===== src/include/jtap_consts.svh =====
`ifndef JTAP_CONSTS_SVH
`define JTAP_CONSTS_SVH

`define JTAP_IR_WIDTH        3
`define JTAP_IR_CAPTURE      3'h4
`define JTAP_INS_EXTEST      3'h0
`define JTAP_INS_SAMPLE      3'h1
`define JTAP_INS_IDCODE      3'h2
`define JTAP_INS_BYPASS      3'h7
`define JTAP_ID_WIDTH        32
`define JTAP_ID_VALUE        32'h0000_0001
`define JTAP_CHAIN_LEN       98
`define JTAP_RX6_HZ_BIT      87
`define JTAP_CHAIN_RESET     98'h0
`define JTAP_RESET_TMS_EDGES 5

`endif


===== src/include/jtap_pkg.sv =====
package jtap_pkg;

  typedef enum logic [3:0] {
    TEST_LOGIC_RESET,
    RUN_TEST_IDLE,
    SELECT_DR,
    CAPTURE_DR,
    SHIFT_DR,
    EXIT1_DR,
    PAUSE_DR,
    EXIT2_DR,
    UPDATE_DR,
    SELECT_IR,
    CAPTURE_IR,
    SHIFT_IR,
    EXIT1_IR,
    PAUSE_IR,
    EXIT2_IR,
    UPDATE_IR
  } jtap_state_e;

endpackage : jtap_pkg


===== src/jtap_tap_controller.sv =====
`timescale 1ns/1ps
`default_nettype none
`include "jtap_consts.svh"

// What this block does
// Sixteen-state controller with a data branch and an instruction branch.
// Each transition decided by mode-select sampled at rising test-clock edge.
// Reset state disables test logic and loads the identification instruction.
// Reset state entered at power-up and held while mode-select is high.
// Idle stays on low, goes to data select on high, contents held.
// Data select goes to data capture on low, instruction select on high.
// Data capture loads pin values into chain for boundary instructions.
// Data shift moves selected register one stage toward the serial output.
// Exit1 data goes to update on high, pause on low.
// Data pause holds register while low, moves to exit2 on high.
// Exit2 data goes to update on high, back to shift on low.
// Chain parallel output latches on falling edge only in data update.
// Instruction select goes to capture on low, reset state on high.
// Instruction capture loads fixed pattern 100.
// Instruction shift moves instruction register one stage toward output.
// Exit1 instruction goes to update on high, pause on low.
// Instruction pause holds while low, moves to exit2 on high.
// Exit2 instruction goes to update on high, back to shift on low.
// Instruction update latches on falling edge and becomes current.
// Chain bit 87 set tri-states channel 6 receive outputs while the current instruction is EXTEST.
// Identification register is 32 bits, shifted out low bit first.
// Bypass register is one bit between serial input and output.
// Chain is a 98-bit register used by the boundary instructions.
// Five high mode-select edges reach the reset state from anywhere.
// Update states go to data select on high, idle on low.
module jtap_tap_controller #(
  parameter logic [31:0] ID_VALUE = `JTAP_ID_VALUE // Arbitrary value.
) (
  input  wire logic                        mclk,
  input  wire logic                        rst,
  input  wire logic                        testClk,
  input  wire logic                        testModeSel,
  input  wire logic                        testDataIn,
  input  wire logic [`JTAP_CHAIN_LEN-1:0]  chainPinsIn,
  output logic                             testDataOut,
  output logic                             testDataOutEn,
  output logic [`JTAP_CHAIN_LEN-1:0]       chainParallelOut,
  output logic                             rxCh6OutputTristate,
  output logic                             testLogicActive,
  output logic [`JTAP_IR_WIDTH-1:0]        currentInstr,
  output jtap_pkg::jtap_state_e            tapState
);

  // ****************************************************************
  // Pin sampling and edge detection
  // ****************************************************************
  logic tckSync;
  logic tmsSync;
  logic tdiSync;
  logic tckPrevReg;
  logic tckRise;
  logic tckFall;

  jtap_sync uTck (
    .mclk    (mclk),
    .rst     (rst),
    .asyncIn (testClk),
    .syncOut (tckSync)
  );

  jtap_sync uTms (
    .mclk    (mclk),
    .rst     (rst),
    .asyncIn (testModeSel),
    .syncOut (tmsSync)
  );

  jtap_sync uTdi (
    .mclk    (mclk),
    .rst     (rst),
    .asyncIn (testDataIn),
    .syncOut (tdiSync)
  );

  always_ff @(posedge mclk or posedge rst) begin
    if (rst) begin
      tckPrevReg <= 1'b0;
    end else begin
      tckPrevReg <= tckSync;
    end
  end

  // The parallel pins come from outside the clock domain. Each bit crosses on its own;
  // capture comes many system clocks after the pins settle, so no torn word is taken.
  logic [`JTAP_CHAIN_LEN-1:0] chainPinsMetaReg;
  logic [`JTAP_CHAIN_LEN-1:0] chainPinsSyncReg;

  always_ff @(posedge mclk or posedge rst) begin
    if (rst) begin
      chainPinsMetaReg <= `JTAP_CHAIN_RESET;
      chainPinsSyncReg <= `JTAP_CHAIN_RESET;
    end else begin
      chainPinsMetaReg <= chainPinsIn;
      chainPinsSyncReg <= chainPinsMetaReg;
    end
  end

  // Mode-select and data travel through the same two-flop delay as the
  // test clock, so they are still the levels set up before the edge.
  assign tckRise = tckSync & ~tckPrevReg;
  assign tckFall = ~tckSync & tckPrevReg;

  // ****************************************************************
  // State machine
  // ****************************************************************
  jtap_pkg::jtap_state_e stateReg;
  jtap_pkg::jtap_state_e stateNext;

  // sixteen states
  always_comb begin
    stateNext = stateReg;
    unique case (stateReg)
      // held high
      jtap_pkg::TEST_LOGIC_RESET: begin
        // leave on low
        stateNext = tmsSync ? jtap_pkg::TEST_LOGIC_RESET : jtap_pkg::RUN_TEST_IDLE;
      end
      // idle
      jtap_pkg::RUN_TEST_IDLE: begin
        stateNext = tmsSync ? jtap_pkg::SELECT_DR : jtap_pkg::RUN_TEST_IDLE;
      end
      // data select
      jtap_pkg::SELECT_DR: begin
        stateNext = tmsSync ? jtap_pkg::SELECT_IR : jtap_pkg::CAPTURE_DR;
      end
      // data capture
      jtap_pkg::CAPTURE_DR: begin
        stateNext = tmsSync ? jtap_pkg::EXIT1_DR : jtap_pkg::SHIFT_DR;
      end
      // data shift
      jtap_pkg::SHIFT_DR: begin
        stateNext = tmsSync ? jtap_pkg::EXIT1_DR : jtap_pkg::SHIFT_DR;
      end
      // exit1 data
      jtap_pkg::EXIT1_DR: begin
        stateNext = tmsSync ? jtap_pkg::UPDATE_DR : jtap_pkg::PAUSE_DR;
      end
      // data pause
      jtap_pkg::PAUSE_DR: begin
        stateNext = tmsSync ? jtap_pkg::EXIT2_DR : jtap_pkg::PAUSE_DR;
      end
      // exit2 data
      jtap_pkg::EXIT2_DR: begin
        stateNext = tmsSync ? jtap_pkg::UPDATE_DR : jtap_pkg::SHIFT_DR;
      end
      // instruction select
      jtap_pkg::SELECT_IR: begin
        stateNext = tmsSync ? jtap_pkg::TEST_LOGIC_RESET : jtap_pkg::CAPTURE_IR;
      end
      // instruction capture
      jtap_pkg::CAPTURE_IR: begin
        stateNext = tmsSync ? jtap_pkg::EXIT1_IR : jtap_pkg::SHIFT_IR;
      end
      // instruction shift
      jtap_pkg::SHIFT_IR: begin
        stateNext = tmsSync ? jtap_pkg::EXIT1_IR : jtap_pkg::SHIFT_IR;
      end
      // exit1 instruction
      jtap_pkg::EXIT1_IR: begin
        stateNext = tmsSync ? jtap_pkg::UPDATE_IR : jtap_pkg::PAUSE_IR;
      end
      // instruction pause
      jtap_pkg::PAUSE_IR: begin
        stateNext = tmsSync ? jtap_pkg::EXIT2_IR : jtap_pkg::PAUSE_IR;
      end
      // exit2 instruction
      jtap_pkg::EXIT2_IR: begin
        stateNext = tmsSync ? jtap_pkg::UPDATE_IR : jtap_pkg::SHIFT_IR;
      end
      // leave update
      jtap_pkg::UPDATE_DR,
      jtap_pkg::UPDATE_IR: begin
        stateNext = tmsSync ? jtap_pkg::SELECT_DR : jtap_pkg::RUN_TEST_IDLE;
      end
    endcase
  end

  // step on rising edge
  // five-high reset path follows from the transitions
  always_ff @(posedge mclk or posedge rst) begin
    if (rst) begin
      stateReg <= jtap_pkg::TEST_LOGIC_RESET;
    end else if (tckRise) begin
      stateReg <= stateNext;
    end
  end

  // ****************************************************************
  // Instruction register
  // ****************************************************************
  logic [`JTAP_IR_WIDTH-1:0] irShiftReg;
  logic [`JTAP_IR_WIDTH-1:0] irCurrentReg;

  always_ff @(posedge mclk or posedge rst) begin
    if (rst) begin
      irShiftReg <= `JTAP_IR_CAPTURE;
    end else if (tckRise) begin
      // fixed capture
      if (stateReg == jtap_pkg::CAPTURE_IR) begin
        irShiftReg <= `JTAP_IR_CAPTURE;
      // shift toward output
      end else if (stateReg == jtap_pkg::SHIFT_IR) begin
        irShiftReg <= {tdiSync, irShiftReg[`JTAP_IR_WIDTH-1:1]};
      end
    end
  end

  always_ff @(posedge mclk or posedge rst) begin
    if (rst) begin
      irCurrentReg <= `JTAP_INS_IDCODE;
    // reset loads identification
    end else if (stateReg == jtap_pkg::TEST_LOGIC_RESET) begin
      irCurrentReg <= `JTAP_INS_IDCODE;
    // falling-edge latch
    end else if (tckFall && stateReg == jtap_pkg::UPDATE_IR) begin
      irCurrentReg <= irShiftReg;
    end
  end

  // ****************************************************************
  // Data registers
  // ****************************************************************
  logic                        selChain;
  logic                        selId;
  logic [`JTAP_ID_WIDTH-1:0]   idShiftReg;
  logic                        bypassReg;
  logic [`JTAP_CHAIN_LEN-1:0]  chainShiftReg;
  logic [`JTAP_CHAIN_LEN-1:0]  chainLatchReg;

  // boundary instructions select the chain
  assign selChain = (irCurrentReg == `JTAP_INS_EXTEST) || (irCurrentReg == `JTAP_INS_SAMPLE);
  assign selId    = (irCurrentReg == `JTAP_INS_IDCODE);

  always_ff @(posedge mclk or posedge rst) begin
    if (rst) begin
      idShiftReg <= `JTAP_ID_WIDTH'(0);
    end else if (tckRise && selId) begin
      if (stateReg == jtap_pkg::CAPTURE_DR) begin
        idShiftReg <= ID_VALUE;
      // low bit first
      end else if (stateReg == jtap_pkg::SHIFT_DR) begin
        idShiftReg <= {tdiSync, idShiftReg[`JTAP_ID_WIDTH-1:1]};
      end
    end
  end

  always_ff @(posedge mclk or posedge rst) begin
    if (rst) begin
      bypassReg <= 1'b0;
    end else if (tckRise && !selChain && !selId) begin
      if (stateReg == jtap_pkg::CAPTURE_DR) begin
        bypassReg <= 1'b0;
      // one-bit path
      end else if (stateReg == jtap_pkg::SHIFT_DR) begin
        bypassReg <= tdiSync;
      end
    end
  end

  always_ff @(posedge mclk or posedge rst) begin
    if (rst) begin
      chainShiftReg <= `JTAP_CHAIN_RESET;
    end else if (tckRise && selChain) begin
      // capture pins
      if (stateReg == jtap_pkg::CAPTURE_DR) begin
        chainShiftReg <= chainPinsSyncReg;
      // shift chain
      end else if (stateReg == jtap_pkg::SHIFT_DR) begin
        chainShiftReg <= {tdiSync, chainShiftReg[`JTAP_CHAIN_LEN-1:1]};
      end
    end
  end

  // latch only in update
  always_ff @(posedge mclk or posedge rst) begin
    if (rst) begin
      chainLatchReg <= `JTAP_CHAIN_RESET;
    end else if (tckFall && selChain && stateReg == jtap_pkg::UPDATE_DR) begin
      chainLatchReg <= chainShiftReg;
    end
  end

  // ****************************************************************
  // Serial output, changing on the falling edge
  // ****************************************************************
  logic tdoBit;

  always_comb begin
    tdoBit = bypassReg;
    if (stateReg == jtap_pkg::SHIFT_IR) begin
      tdoBit = irShiftReg[0];
    end else if (selChain) begin
      tdoBit = chainShiftReg[0];
    end else if (selId) begin
      tdoBit = idShiftReg[0];
    end
  end

  always_ff @(posedge mclk or posedge rst) begin
    if (rst) begin
      testDataOut   <= 1'b0;
      testDataOutEn <= 1'b0;
    end else if (tckFall) begin
      testDataOut   <= tdoBit;
      testDataOutEn <= (stateReg == jtap_pkg::SHIFT_DR) || (stateReg == jtap_pkg::SHIFT_IR);
    end
  end

  assign chainParallelOut = chainLatchReg;

  // Registered so the pin-facing controls never glitch while the decode settles.
  always_ff @(posedge mclk or posedge rst) begin
    if (rst) begin
      rxCh6OutputTristate <= 1'b0;
      testLogicActive     <= 1'b0;
    end else begin
      // bit 87 tri-states channel 6 under EXTEST
      rxCh6OutputTristate <= chainLatchReg[`JTAP_RX6_HZ_BIT] & (irCurrentReg == `JTAP_INS_EXTEST);
      // normal operation in reset state
      testLogicActive     <= (irCurrentReg == `JTAP_INS_EXTEST);
    end
  end

  assign currentInstr    = irCurrentReg;
  assign tapState        = stateReg;

endmodule : jtap_tap_controller

`default_nettype wire


===== src/jtap_sync.sv =====
`timescale 1ns/1ps
`default_nettype none

// Two-flop synchroniser; the first stage feeds only the second.
module jtap_sync (
  input  wire logic mclk,
  input  wire logic rst,
  input  wire logic asyncIn,
  output logic      syncOut
);

  logic stage1Reg;

  always_ff @(posedge mclk or posedge rst) begin
    if (rst) begin
      stage1Reg <= 1'b0;
      syncOut   <= 1'b0;
    end else begin
      stage1Reg <= asyncIn;
      syncOut   <= stage1Reg;
    end
  end

endmodule : jtap_sync

`default_nettype wire


===== config.mk =====
export PLATFORM = sky130hd
export DESIGN_NAME = jtap_tap_controller
export DESIGN_NICKNAME = d
export VERILOG_FILES = /design/src/include/jtap_pkg.sv /design/src/jtap_tap_controller.sv /design/src/jtap_sync.sv
export VERILOG_INCLUDE_DIRS = /design/src /design/src/include
export SDC_FILE = /design/constraint.sdc
export NUM_CORES = 1
export LEC_CHECK = 0
export ABC_AREA = 1
export BUFFER_PORTS_ARGS = -buffer_cell sky130_fd_sc_hd__clkbuf_2
export CORE_MARGIN = 2
export CORE_UTILIZATION = 57
export CTS_BUF_LIST = sky130_fd_sc_hd__clkbuf_16
export CTS_CLUSTER_SIZE = 30
export DETAILED_ROUTE_END_ITERATION = 7
export MAX_ROUTING_LAYER = met4
export PLACE_DENSITY_LB_ADDON = 0.12
export SETUP_SLACK_MARGIN = 0.4
export SYNTH_ARGS = -nofsm -noshare
export SYNTH_HDL_FRONTEND = slang
export SYNTH_HIERARCHICAL = 1
export SYNTH_SLANG_ARGS = --single-unit
export TNS_END_PERCENT = 100

===== constraint.sdc =====
create_clock -name mclk -period 18.4 [get_ports mclk]
set_clock_uncertainty 0.1 [all_clocks]
set_input_delay 1.84 -clock mclk [delete_from_list [all_inputs] [get_ports mclk]]
set_output_delay 1.84 -clock mclk [all_outputs]
set_load 0.05 [all_outputs]

# ---- After elaboration in Yosys (flattened, before gate mapping)
# Cells that the tools add are included.
dict set report classes {
  n_eq_ne 17
  n_reduce_logical 23
  muxes 26
  n_bitwise 5
}
# op count
set ops {}
lappend ops {{$mux W98} 2}
lappend ops {{$mux W32} 2}
lappend ops {{$pmux W4 S12} 1}
lappend ops {{$eq A4 B4 Y1 const B} 8}
lappend ops {{$mux W3} 6}
lappend ops {{$eq A4 B3 Y1 const B} 4}
lappend ops {{$mux W4} 4}
lappend ops {{$eq A4 B2 Y1 const B} 2}
lappend ops {{$mux W1} 8}
lappend ops {{$reduce_and A2 Y1} 4}
lappend ops {{$logic_and A1 B1 Y1} 7}
lappend ops {{$mux W2} 3}
lappend ops {{$reduce_bool A2 Y1} 3}
lappend ops {{$eq A4 B1 Y1 const B} 1}
lappend ops {{$logic_not A4 Y1} 1}
lappend ops {{$reduce_or A2 Y1} 2}
lappend ops {{$and A1 B1 Y1} 3}
lappend ops {{$eq A3 B1 Y1 const B} 1}
lappend ops {{$eq A3 B2 Y1 const B} 1}
lappend ops {{$logic_not A3 Y1} 1}
lappend ops {{$reduce_or A3 Y1} 1}
lappend ops {{$logic_not A1 Y1} 2}
lappend ops {{$logic_or A1 B1 Y1} 2}
lappend ops {{$not A1 Y1} 2}
dict set report totals {
  register_bits 446
  in_bits 103
  word_cells 91
}

# ---- Longest topological paths before layout
# Gate-level depths: netlist of run 1.
dict set report logic_depth {
  word_depth 6
  mapped_depth 11
  mapped_depth_nobuf 9
}

# ---- Cells and area by module
# The synthesis of run 1 kept the hierarchy.
# mod n_inst cells_per_inst area_per_inst_um2 seq_area_each_um2
set by_module_without_submodules {}
lappend by_module_without_submodules {jtap_tap_controller 1 1424 15409.8 11013.1}
lappend by_module_without_submodules {jtap_sync 3 3 53.8 50.0}

# ---- Least setup slack after synthesis of run 1
# No wires, ideal clock.
dict set report synth_timing {
  kind {reg2out}
  from {register stateReg[2] (netlist: tapState[2])}
  to {output port tapState[2]}
  arrival_time_ns 0.724
  path_slack_ns 15.736
  t_required_ns 16.460
  path_stages_with_launch 1
  n_path_buf 0
  cell_sequence {dfrtp_1}
}
# element line_no
set synth_lines {}
lappend synth_lines {{start: declaration} jtap_tap_controller.sv:111} ;# jtap_pkg::jtap_state_e stateReg;
lappend synth_lines {{start signal: assignment} jtap_tap_controller.sv:187} ;# stateReg <= jtap_pkg::TEST_LOGIC_RESET;
lappend synth_lines {{start signal: assignment} jtap_tap_controller.sv:189} ;# stateReg <= stateNext;
lappend synth_lines {{end: declaration} jtap_tap_controller.sv:46} ;# output jtap_pkg::jtap_state_e tapState
# No word-level cell between the ends.

==> results by group, run 1 <==
Outcome
  – Status: finished clean

STA
  – Fin crit period: slightly below 4 ns
  – Slew Limit Fails: 0
  – PnR worst setup slack: 14.51 ns
  – Crit share post-route: 21.16%
  – Final Hold Fails: 0
  – RSZ-0062 raised after global routing: no
  – # setup viols final: 0
  – Max Freq: between 200 and 300 MHz
  – Setup TNS: 0 ns
  – Slew @ Worst Pin: 1.215 ns
  – Worst relative slew slack: between 10% and 20%

Finish
  – Non-filler instance count after layout: 1999
  – Layout area overhead: 15.64%
  – Final Core Density: 67.00%
  – Final nets: about 1700
  – Share of layout cells above drive strength 1: 17.37%
  – Diode count: 0

Detailed routing
  – Routed Antenna Nets: 0
  – Routed vias/inst: 5.025
  – Total Wirelength: ~28000 µm
  – DRC viols: 0
  – WL/cell: between 10 and 15 µm
  – Via count: 10050
  – Initial DRC count: about 790
  – First-pass DRT Iterations: 6

GRT
  – Overflow after GRT: 0
  – Initial antenna violation count: 0
  – Largest net degree at the start of global routing: 198
  – First-pass GRT wire length: 47180 µm
  – Vias in the first global route: 9646
  – GRT Util Overall: a little over a fifth

Synth
  – Commonest cells in the netlist: dfrtp_1, nand2_1, o21ai_0, inv_1, nor2_1
  – Post-synth top area share: around 71%
  – Post-Syn Instances: ~1400
  – Yosys reg bits: around 450
  – Mapped Nets: ~1500
  – Post-synth EDFFs: 0
  – Fraction of registers with async set/reset: between 90% and 100%
  – Seq/Total Area, Yosys: 71.69%
  – Main synth FF type: dfrtp_1
  – Cell Area, Synth: around 16000 µm²
  – Most common cell in the synthesized netlist: dfrtp_1
  – Area leader, netlist: dfrtp_1
  – Top cells by area, synth: dfrtp_1, nand2_1, o21ai_0, a21oi_1, inv_1
  – Syn. warnings: 6
  – Avg Inst Size Synth: between 10 and 15 µm²
  – Synth cell types: 25

Clock network
  – Clk root buf: clkbuf_16
  – Total CTS buffers: between 40 and 50
  – H-tree depth: 2
  – CTS tree: yes
  – Worst-Skew Late Latency: between 0.5 and 0.6 ns
  – CTS Sinks: roughly 450
  – Post-cts resize count: 0
  – Hold buffers post-CTS: 0
  – Postcts setup bufs: 0
  – Clk pin slew, worst setup/hold paths: approximately 0.060 ns
  – Max Root-Sink Buffers: 3

Critical path
  – CP endpoint kind: async pin
  – Worst-path maximum fanout: approximately 200
  – CP Launch Point: rst
  – Worst R2R Path Depth: 9
  – WP data required: about 19 ns
  – CP Launch Type: input pin
  – R2r startpoint: tapState[1]$_DFFE_PP0P_
  – WS Path Type: in -> async
  – CP arrival: 4.33 ns

Placement
  – IO buf count: roughly 210
  – Final Wtd Congestion: between 0.9 and 1
  – Dpl cells: between 1500 and 2000
  – DP Worst Slack: between 10 and 15 ns
  – Final HPWL DP: 17530 µm

Die
  – Die height: roughly 170 µm
  – Initial Util: 57.94%
  – # rows: 60
  – Die X: ~170 µm
  – Die Area: 28660 µm²
  – Core Area: 26880 µm²
  – Num ports: approximately 210

Flow run
  – Max Cap Viol: 0

Power and ir drop
  – PwrDens: 111.4 nW/µm²
  – Final Power: about 2.0 mW
  – Lkg Pwr: roughly 8.9 nW
  – VDD IR max: a little over 0.00007 V

Hold path
  – Worst hold start: chainPinsMetaReg[2]$_DFF_PP0_
  – Hold Crit Class: reg -> reg
  – Hold Crit Depth: 0
[metal layers]
metal	up-vias	part of all wire [%]	track usage, %
li1	4936	-	-
met1	4805	46	29.62
met2	240	47	31.32
met3	64	5.3	4.104
met4	0	2.5	6.392
met5	-	0	-
[sequential cells by signal, indices dropped and copies added (netlist names), 3 cells and up]
| name | flops |
|---|---|
| tapState | 4 |
| idShiftReg | 32 |
| chainParallelOut | 98 |
| chainPinsSyncReg | 98 |
| irShiftReg | 3 |
| chainPinsMetaReg | 98 |
| chainShiftReg | 98 |
| currentInstr | 3 |
[where the power goes]
| part | switching [mW] | total [mW] | internal (mW) |
|---|---|---|---|
| sequential | 0.0170 | 1.03 | 1.01 |
| combinational | 0.121 | 0.160 | 0.0395 |
| clock | 0.347 | 0.815 | 0.468 |
[path summary, 6_finish.rpt]
kind / to / slack, ns
setup / recovery: chainShiftReg[15]$_DFFE_PP0P_ / 14.51
hold / removal: chainPinsSyncReg[2]$_DFF_PP0_ / 0.24
min in group asynchronous: uTck/syncOut$_DFF_PP0_ / 1.13
setup reg to reg: chainShiftReg[27]$_DFFE_PP0P_ / 14.86
max in group mclk: chainShiftReg[27]$_DFFE_PP0P_ / 14.86
hold reg to reg: chainPinsSyncReg[2]$_DFF_PP0_ / 0.24
[critical path, cell delays in order]
cell,delay [ns]
clkbuf_2,0.14
inv_8,0.46
buf_12,0.69
buf_4,0.86
[cell usage in the layout (no fill, tap or decap), types with 2 or more instances in the layout]
cell	count
dfrtp_1	444
nand2_1	301
clkbuf_2	211
o21ai_0	205
inv_1	135
nor2_1	117
a21oi_1	101
clkbuf_16	45
o21ai_1	38
nand3_1	11
clkinv_1	11
buf_4	7
inv_2	3
nor2_2	3
nand2_2	3
inv_6	3
o22ai_1	3
clkinv_2	3
nand4_1	2
bufinv_16	2
dfstp_2	2
[logic make-up after synthesis]
family / count (synthesis) / synth area share [%]
AND/OR/NAND/NOR: 441 / 11.09
flip-flops: 446 / 71.69
buffers and inverters: 197 / 5.954
AO/OA/AOI/OAI: 349 / 11.27
[area by class of cell]
| type | instances | area (µm²) |
|---|---|---|
| Timing Repair Buffer | 219 | 1129 |
| Clock inverter | 34 | 193.9 |
| Sequential cell | 446 | 11160 |
| Clock buffer | 45 | 1126 |
| Tap cell | 341 | 426.7 |
| Inverter | 124 | 478.0 |
| Multi-Input combinational cell | 790 | 3490 |
| Fill cell | 2081 | 8870 |
[through the flow]
stage	hold WS, ns	area (µm²)
after floorplan	0.2312	15570
after global placement	0.2312	16690
after detailed placement	0.2347	16690
after CTS	0.2449	18010
after global routing	0.2496	18010
final	0.2429	18010
No activity file was read; power rests on OpenSTA's default activity.
==> inputs of run 2 (changes only) <==
ABC_AREA = 0   (was 1)
clock period = 4.1 ns   (was 18.4 ns; I/O delays follow)
==> run 2 against run 1 <==
Non-clock buffer count up 111. Clock-buffer cell count unchanged. Wire length rose by 3.9%. Via count is 9.6% lower. Core utilization rose by 4.8 points. Sequential share of layout area is 4.3 points lower. Clock power increased to 4.7 times the previous value. Cell count decreased by 11%. Largest cell class unchanged. Largest power group unchanged.
==> results by group, run 2 <==
Power and ir drop
  – Net Sw Frac: 24.29% (+0.14 points)
  – Sequential Power Share: 49.4% (-2.0 points)
  – Comb pwr share: 10.8% (+2.8 points)
  – Switching Power: 2.317 mW (+380%)
  – Lkg Pwr: 9.222 nW (+4.2%)
  – Int Power: 7.221 mW (+370%)
  – Clk pwr share: 39.9% (-0.7 points)
  – VDD IR max: 0.0004423 V (+520%)
  – PwrDens: 492.9 nW/µm² (+340%)

Die
  – # rows: 60 (unchanged)
  – Core Area: 26950 µm² (+0.28%)
  – Die Area: 28740 µm² (+0.28%)
  – Initial Util: 57.94% (about the same)
  – Die height: 169.5 µm (+0.14%)
  – Num ports: 212 (unchanged)
  – Die X: 169.5 µm (+0.14%)

Synth
  – Yosys reg bits: 446 (unchanged)
  – Fraction of registers with async set/reset: 100.0% (unchanged)
  – Seq/Total Area, Yosys: 71.48% (-0.21 points)
  – Cell Area, Synth: 15620 µm² (+0.29%)
  – Post-Syn Instances: 1092 (-24%)
  – Post-synth top area share: 71.15% (-0.21 points)
  – Synth cell types: 48 (+92%)
  – Mapped Nets: 1195 (-22%)
  – Commonest cells in the netlist: dfrtp_1, nand2_1, mux2i_1, o21ai_0, mux2_2
  – Area leader, netlist: dfrtp_1
  – Post-synth EDFFs: 0 (unchanged)
  – Main synth FF type: dfrtp_1
  – Top cells by area, synth: dfrtp_1, mux2i_1, mux2_2, nand2_1, o21ai_0
  – Syn. warnings: 6 (unchanged)
  – Most common cell in the synthesized netlist: dfrtp_1
  – Avg Inst Size Synth: 14.30 µm² (+32%)

Placement
  – IO buf count: 211 (unchanged)
  – Final Wtd Congestion: 0.7660 (-16%)
  – Final HPWL DP: 17350 µm (-1.0%)

Detailed routing
  – Via count: 9078 (-9.6%)
  – Initial DRC count: 454 (-42%)
  – First-pass DRT Iterations: 4 (-2)
  – WL/cell: 16.48 µm (+17%)
  – DRC viols: 0 (unchanged)
  – Total Wirelength: 29360 µm (+3.9%)
  – Routed Antenna Nets: 0 (unchanged)
  – Routed vias/inst: 5.094 (+1.4%)

Critical path
  – WS Path Type: reg -> reg
  – Worst-path maximum fanout: 44 (-78%)
  – CP Launch Type: register
  – CP arrival: 3.26 ns (-1.07 ns)
  – Reg2Reg Setup Slack: 1.14 ns (-13.72 ns)
  – CP endpoint kind: register
  – WP data required: 4.40 ns (-14.43 ns)

STA
  – Fin crit period: 2.957 ns
  – Final Hold Fails: 0 (unchanged)
  – # setup viols final: 0 (unchanged)
  – Max Freq: 338.2 MHz
  – RSZ-0062 raised after global routing: no
  – Slew Limit Fails: 0 (unchanged)
  – Slew @ Worst Pin: 0.9985 ns (-0.2166 ns)
  – Crit share post-route: roughly 70%
  – Worst relative slew slack: 33.43% (+14 points)
  – Worst hold slack: 0.2233 ns (-0.01960 ns)

Finish
  – Final nets: 1509 (-13%)
  – Commonest cells after routing, fill and taps aside: dfrtp_1, clkbuf_2, nand2_1
  – Share of layout cells above drive strength 1: 28.75% (+11 points)
  – Seq. cell area: 11160 µm² (unchanged)
  – Leading cell type in the layout, fill and taps excluded: dfrtp_1
  – Multi-input logic area: 4065 µm² (+16%)
  – Fill count: 1763 (-15%)
  – Layout area overhead: 23.92%
  – Final Core Density: 71.81% (+4.8 points)

Clock network
  – Post-cts resize count: 0 (unchanged)
  – H-tree depth: 2 (unchanged)
  – CTS tree: yes
  – Clk pin slew, worst setup/hold paths: 0.06 ns (about the same)
  – Total CTS buffers: 44 (unchanged)
  – Hold buffers post-CTS: 102 (+102)
  – CTS Sinks: 446 (unchanged)
  – Postcts setup bufs: 0 (unchanged)
  – Max Root-Sink Buffers: 3 (unchanged)
  – Worst-Skew Late Latency: 0.53 ns (about the same)
  – Clk root buf: clkbuf_16

GRT
  – Initial antenna violation count: 0 (unchanged)
  – Largest net degree at the start of global routing: 129 (-35%)
  – Overflow after GRT: 0 (unchanged)
  – First-pass GRT wire length: 48330 µm (+2.5%)
  – GRT Util Overall: 21.86% (+0.93 points)
  – Vias in the first global route: 9305 (-3.5%)

Hold path
  – Hold Crit Class: in -> async

Outcome
  – Status: finished clean

Flow run
  – Max Cap Viol: 0 (unchanged)
==> run 2: area by class of cell <==
cell class,count,area share [%]
sequential,446,57.68
multi-input combinational,573,21.01
timing repair buffer,330,11.78
clock buffer,45,5.819
tap,341,2.205
clock inverter,35,1.261
inverter,11,0.2328
antenna,1,0.01293
==> run 2: kinds of logic (layout without fill, tap and decap cells) <==
kind of cell           Yosys count  in the layout  share of synthesized area [%]
buffers and inverters           73            421                          2.620
DFF                            446            446                          71.48
muxes                          198            198                          13.93
AOI/OAI and AO/OA              165            165                          6.001
other                            0              1                              0
and+or+nand+nor                210            210                          5.961
==> run 2: critical path, cell delays in order, from the launching register on <==
cell,delay [ns]
dfrtp_1,0.64
nor2_1,0.37
nand4_4,0.80
buf_4,0.55
mux2_2,0.32
==> run 2: power groups by stage <==
stage / Combinational, mW / Clock [mW] / Sequential, mW
2_1_floorplan: 0.740 / 0 / 4.79
3_3_place_gp: 0.951 / 0 / 4.77
3_5_place_dp: 0.958 / 0 / 4.79
4_1_cts: 1.04 / 3.88 / 4.71
5_1_grt: 1.13 / 4.09 / 4.73
6_report: 1.03 / 3.80 / 4.71
==> run 2: path summary, 6_finish.rpt <==
path / from / to / cells past startpoint
max: tapState[0]$_DFFE_PP0P_ / chainParallelOut[22]$_DFFE_PP0P_ / 4
min: rst / uTms/stage1Reg$_DFF_PP0_ / 3
min reg2reg: chainPinsMetaReg[69]$_DFF_PP0_ / chainPinsSyncReg[69]$_DFF_PP0_ / 0
max in group asynchronous: rst / chainShiftReg[22]$_DFFE_PP0P_ / 4
min in group mclk: chainPinsMetaReg[69]$_DFF_PP0_ / chainPinsSyncReg[69]$_DFF_PP0_ / 0
max reg2reg: tapState[0]$_DFFE_PP0P_ / chainParallelOut[22]$_DFFE_PP0P_ / 4
==> run 2: layer usage <==
layer	wire length, µm	track usage [%]	up-vias
li1	-	-	4344
met1	13060	29.97	4479
met2	14350	34.21	207
met3	1342	3.848	48
met4	609	6.317	0
met5	0	-	-
==> run 2: metrics by stage <==
step                TNS (ns)  area [µm²]  setup slack [ns]  power [mW]  instances
floorplan           -1032.30       15620            -2.354       5.528       1092
global placement           0       16960             1.245       5.723       1599
detailed placement         0       16960             1.156       5.743       1599
CTS                        0       19350             1.127       9.628       1781
global route               0       19350            0.9827       9.945       1781
finish                     0       19350             1.143       9.538       1782
==> inputs of run 3 (changes only) <==
clock period = 3 ns   (was 4.1 ns; I/O delays follow)
==> run 3 against run 2 <==
Clock power grew 45%. Global-route usage rose by 0.51 points. Sequential power grew 36%. Critical path depth unchanged. Worst hold slack worse by 0.11 ns. Non-clock buffer count rose by 8. Largest power group unchanged. Highest routed layer unchanged.
==> results by group, run 3 (synthesis results as in run 2) <==
Clock network
  – Total CTS buffers: 44 (unchanged)
  – CTS tree: yes
  – Worst-Skew Late Latency: 0.54 ns (about the same)
  – Clk pin slew, worst setup/hold paths: 0.06 ns (about the same)
  – Max Root-Sink Buffers: 3 (unchanged)
  – H-tree depth: 2 (unchanged)
  – Clk root buf: clkbuf_16
  – CTS Sinks: 446 (unchanged)

Finish
  – Diode count: 0 (-1)
  – Final Cell Area: 19560 µm² (+1.1%)
  – Final nets: 1517 (+0.53%)
  – Commonest cells after routing, fill and taps aside: dfrtp_1, clkbuf_2, nand2_1
  – Layout area overhead: 25.25%
  – Leading cell type in the layout, fill and taps excluded: dfrtp_1
  – Share of layout cells above drive strength 1: 29.55% (+0.80 points)

Detailed routing
  – Routed vias/inst: 5.200 (+2.1%)
  – Met2 wire len: 14440 µm (+0.64%)
  – Via count: 9288 (+2.3%)
  – WL/cell: 16.79 µm (+1.9%)
  – Initial DRC count: 634 (+40%)
  – Routed Antenna Nets: 0 (unchanged)
  – DRC viols: 0 (unchanged)
  – Wire length on met1: 13370 µm (+2.4%)
  – Total Wirelength: 29990 µm (+2.1%)
  – Met3 WL post-DR: 1479 µm (+10%)
  – First-pass DRT Iterations: 6 (+2)
  – Top routing layer used: met4

Flow run
  – Max Cap Viol: 0 (unchanged)

Outcome
  – Status: finished clean

GRT
  – Vias in the first global route: 9533 (+2.5%)
  – Overflow after GRT: 0 (unchanged)
  – GRT Util Overall: 22.38% (+0.51 points)
  – Initial antenna violation count: 0 (unchanged)
  – First-pass GRT wire length: 49570 µm (+2.6%)
  – Largest net degree at the start of global routing: 113 (-12%)

Critical path
  – CP endpoint kind: register
  – Worst-path maximum fanout: 37 (-16%)
  – WS Path Type: reg -> reg
  – CP Launch Type: register
  – WP data required: 3.30 ns (-1.10 ns)
  – CP arrival: 2.74 ns (-0.52 ns)

Placement
  – IO buf count: 211 (unchanged)
  – Area post-placement: 17080 µm² (+0.72%)
  – Final HPWL DP: 17600 µm (+1.4%)
  – Final Wtd Congestion: 0.8170 (+6.7%)

Power and ir drop
  – Lkg Pwr: 9.308 nW (+0.94%)
  – PwrDens: 686.1 nW/µm² (+39%)
  – VDD IR max: 0.0004296 V (-2.9%)

STA
  – Max Freq: 409.6 MHz (+21%)
  – # setup viols final: 0 (unchanged)
  – Crit share post-route: 81.38% (+9.3 points)
  – RSZ-0062 raised after global routing: no
  – Slew @ Worst Pin: 0.7265 ns (-0.2720 ns)
  – Worst hold slack: 0.1122 ns (-0.1110 ns)
  – Final Hold Fails: 0 (unchanged)
  – Slew Limit Fails: 0 (unchanged)
  – Fin crit period: 2.441 ns (-0.5155 ns)
  – Worst relative slew slack: 51.57% (+18 points)

Die
  – Die X: 169.5 µm (unchanged)
  – Num ports: 212 (unchanged)
  – Die Area: 28740 µm² (unchanged)
  – Initial Util: 57.94% (unchanged)
  – Die height: 169.5 µm (unchanged)
  – Core Area: 26950 µm² (unchanged)
  – # rows: 60 (unchanged)

Hold path
  – Hold Crit Class: in -> async
==> run 3: cell type report <==
cell class / instances / area (µm²)
clock buffers: 45 / 1126
clock inverters: 32 / 324.1
fillers: 1732 / 7391
inverters: 11 / 45.04
multi-input cells: 573 / 4065
flip-flops and latches: 446 / 11160
well taps: 341 / 426.7
repair buffers: 338 / 2410
==> run 3: report_power, final <==
part	internal, mW	switching (mW)	total [mW]
clock	3.31	2.20	5.51
combinational	0.635	0.885	1.52
sequential	6.24	0.151	6.39
==> run 3: per-layer routing <==
metal,GRT usage (%),vias to the layer above
li1,-,4352
met1,31.17,4641
met2,34.37,232
met3,4.221,63
met4,6.243,0
met5,-,-
==> run 3: timing repair <==
action / 4_1_cts / 5_1_grt
gates resized for setup: 0 / 2
hold endpoints to repair: 116 / 0
endpoints found under the setup margin: 0 / 63
hold buffers: 102 / 0
buffers inserted: 0 / 0
==> run 3: worst max-delay path, stage by stage (launching register included) <==
cell	delay (ns)
dfrtp_1	0.61
nor2_1	0.36
nand4_4	0.49
buf_12	0.39
mux2_1	0.33
==> run 3: per-stage QoR <==
stage	setup slack, ns	cells	power (mW)	TNS (ns)	utilization, %
2_1_floorplan	-3.344	1092	7.554	-1467.90	-
3_3_place_gp	0.6041	1607	7.872	0	63.38
3_5_place_dp	0.4742	1607	7.908	0	63.38
4_1_cts	0.4594	1786	13.55	0	72.55
5_1_grt	0.4135	1786	13.99	0	72.58
6_report	0.5585	1786	13.42	0	72.58
==> run 3: final timing paths <==
path / to / depth (start not counted) / slack (ns) / startpoint
worst max-delay path: chainParallelOut[12]$_DFFE_PP0P_ / 4 / 0.56 / tapState[1]$_DFFE_PP0P_
worst min-delay path: uTck/syncOut$_DFF_PP0_ / 3 / 0.11 / rst
worst max register to register: chainParallelOut[12]$_DFFE_PP0P_ / 4 / 0.56 / tapState[1]$_DFFE_PP0P_
worst min register to register: chainPinsSyncReg[14]$_DFF_PP0_ / 0 / 0.24 / chainPinsMetaReg[14]$_DFF_PP0_
max in group asynchronous: chainPinsSyncReg[35]$_DFF_PP0_ / 4 / 1.60 / rst
min in group mclk: chainPinsSyncReg[14]$_DFF_PP0_ / 0 / 0.24 / chainPinsMetaReg[14]$_DFF_PP0_
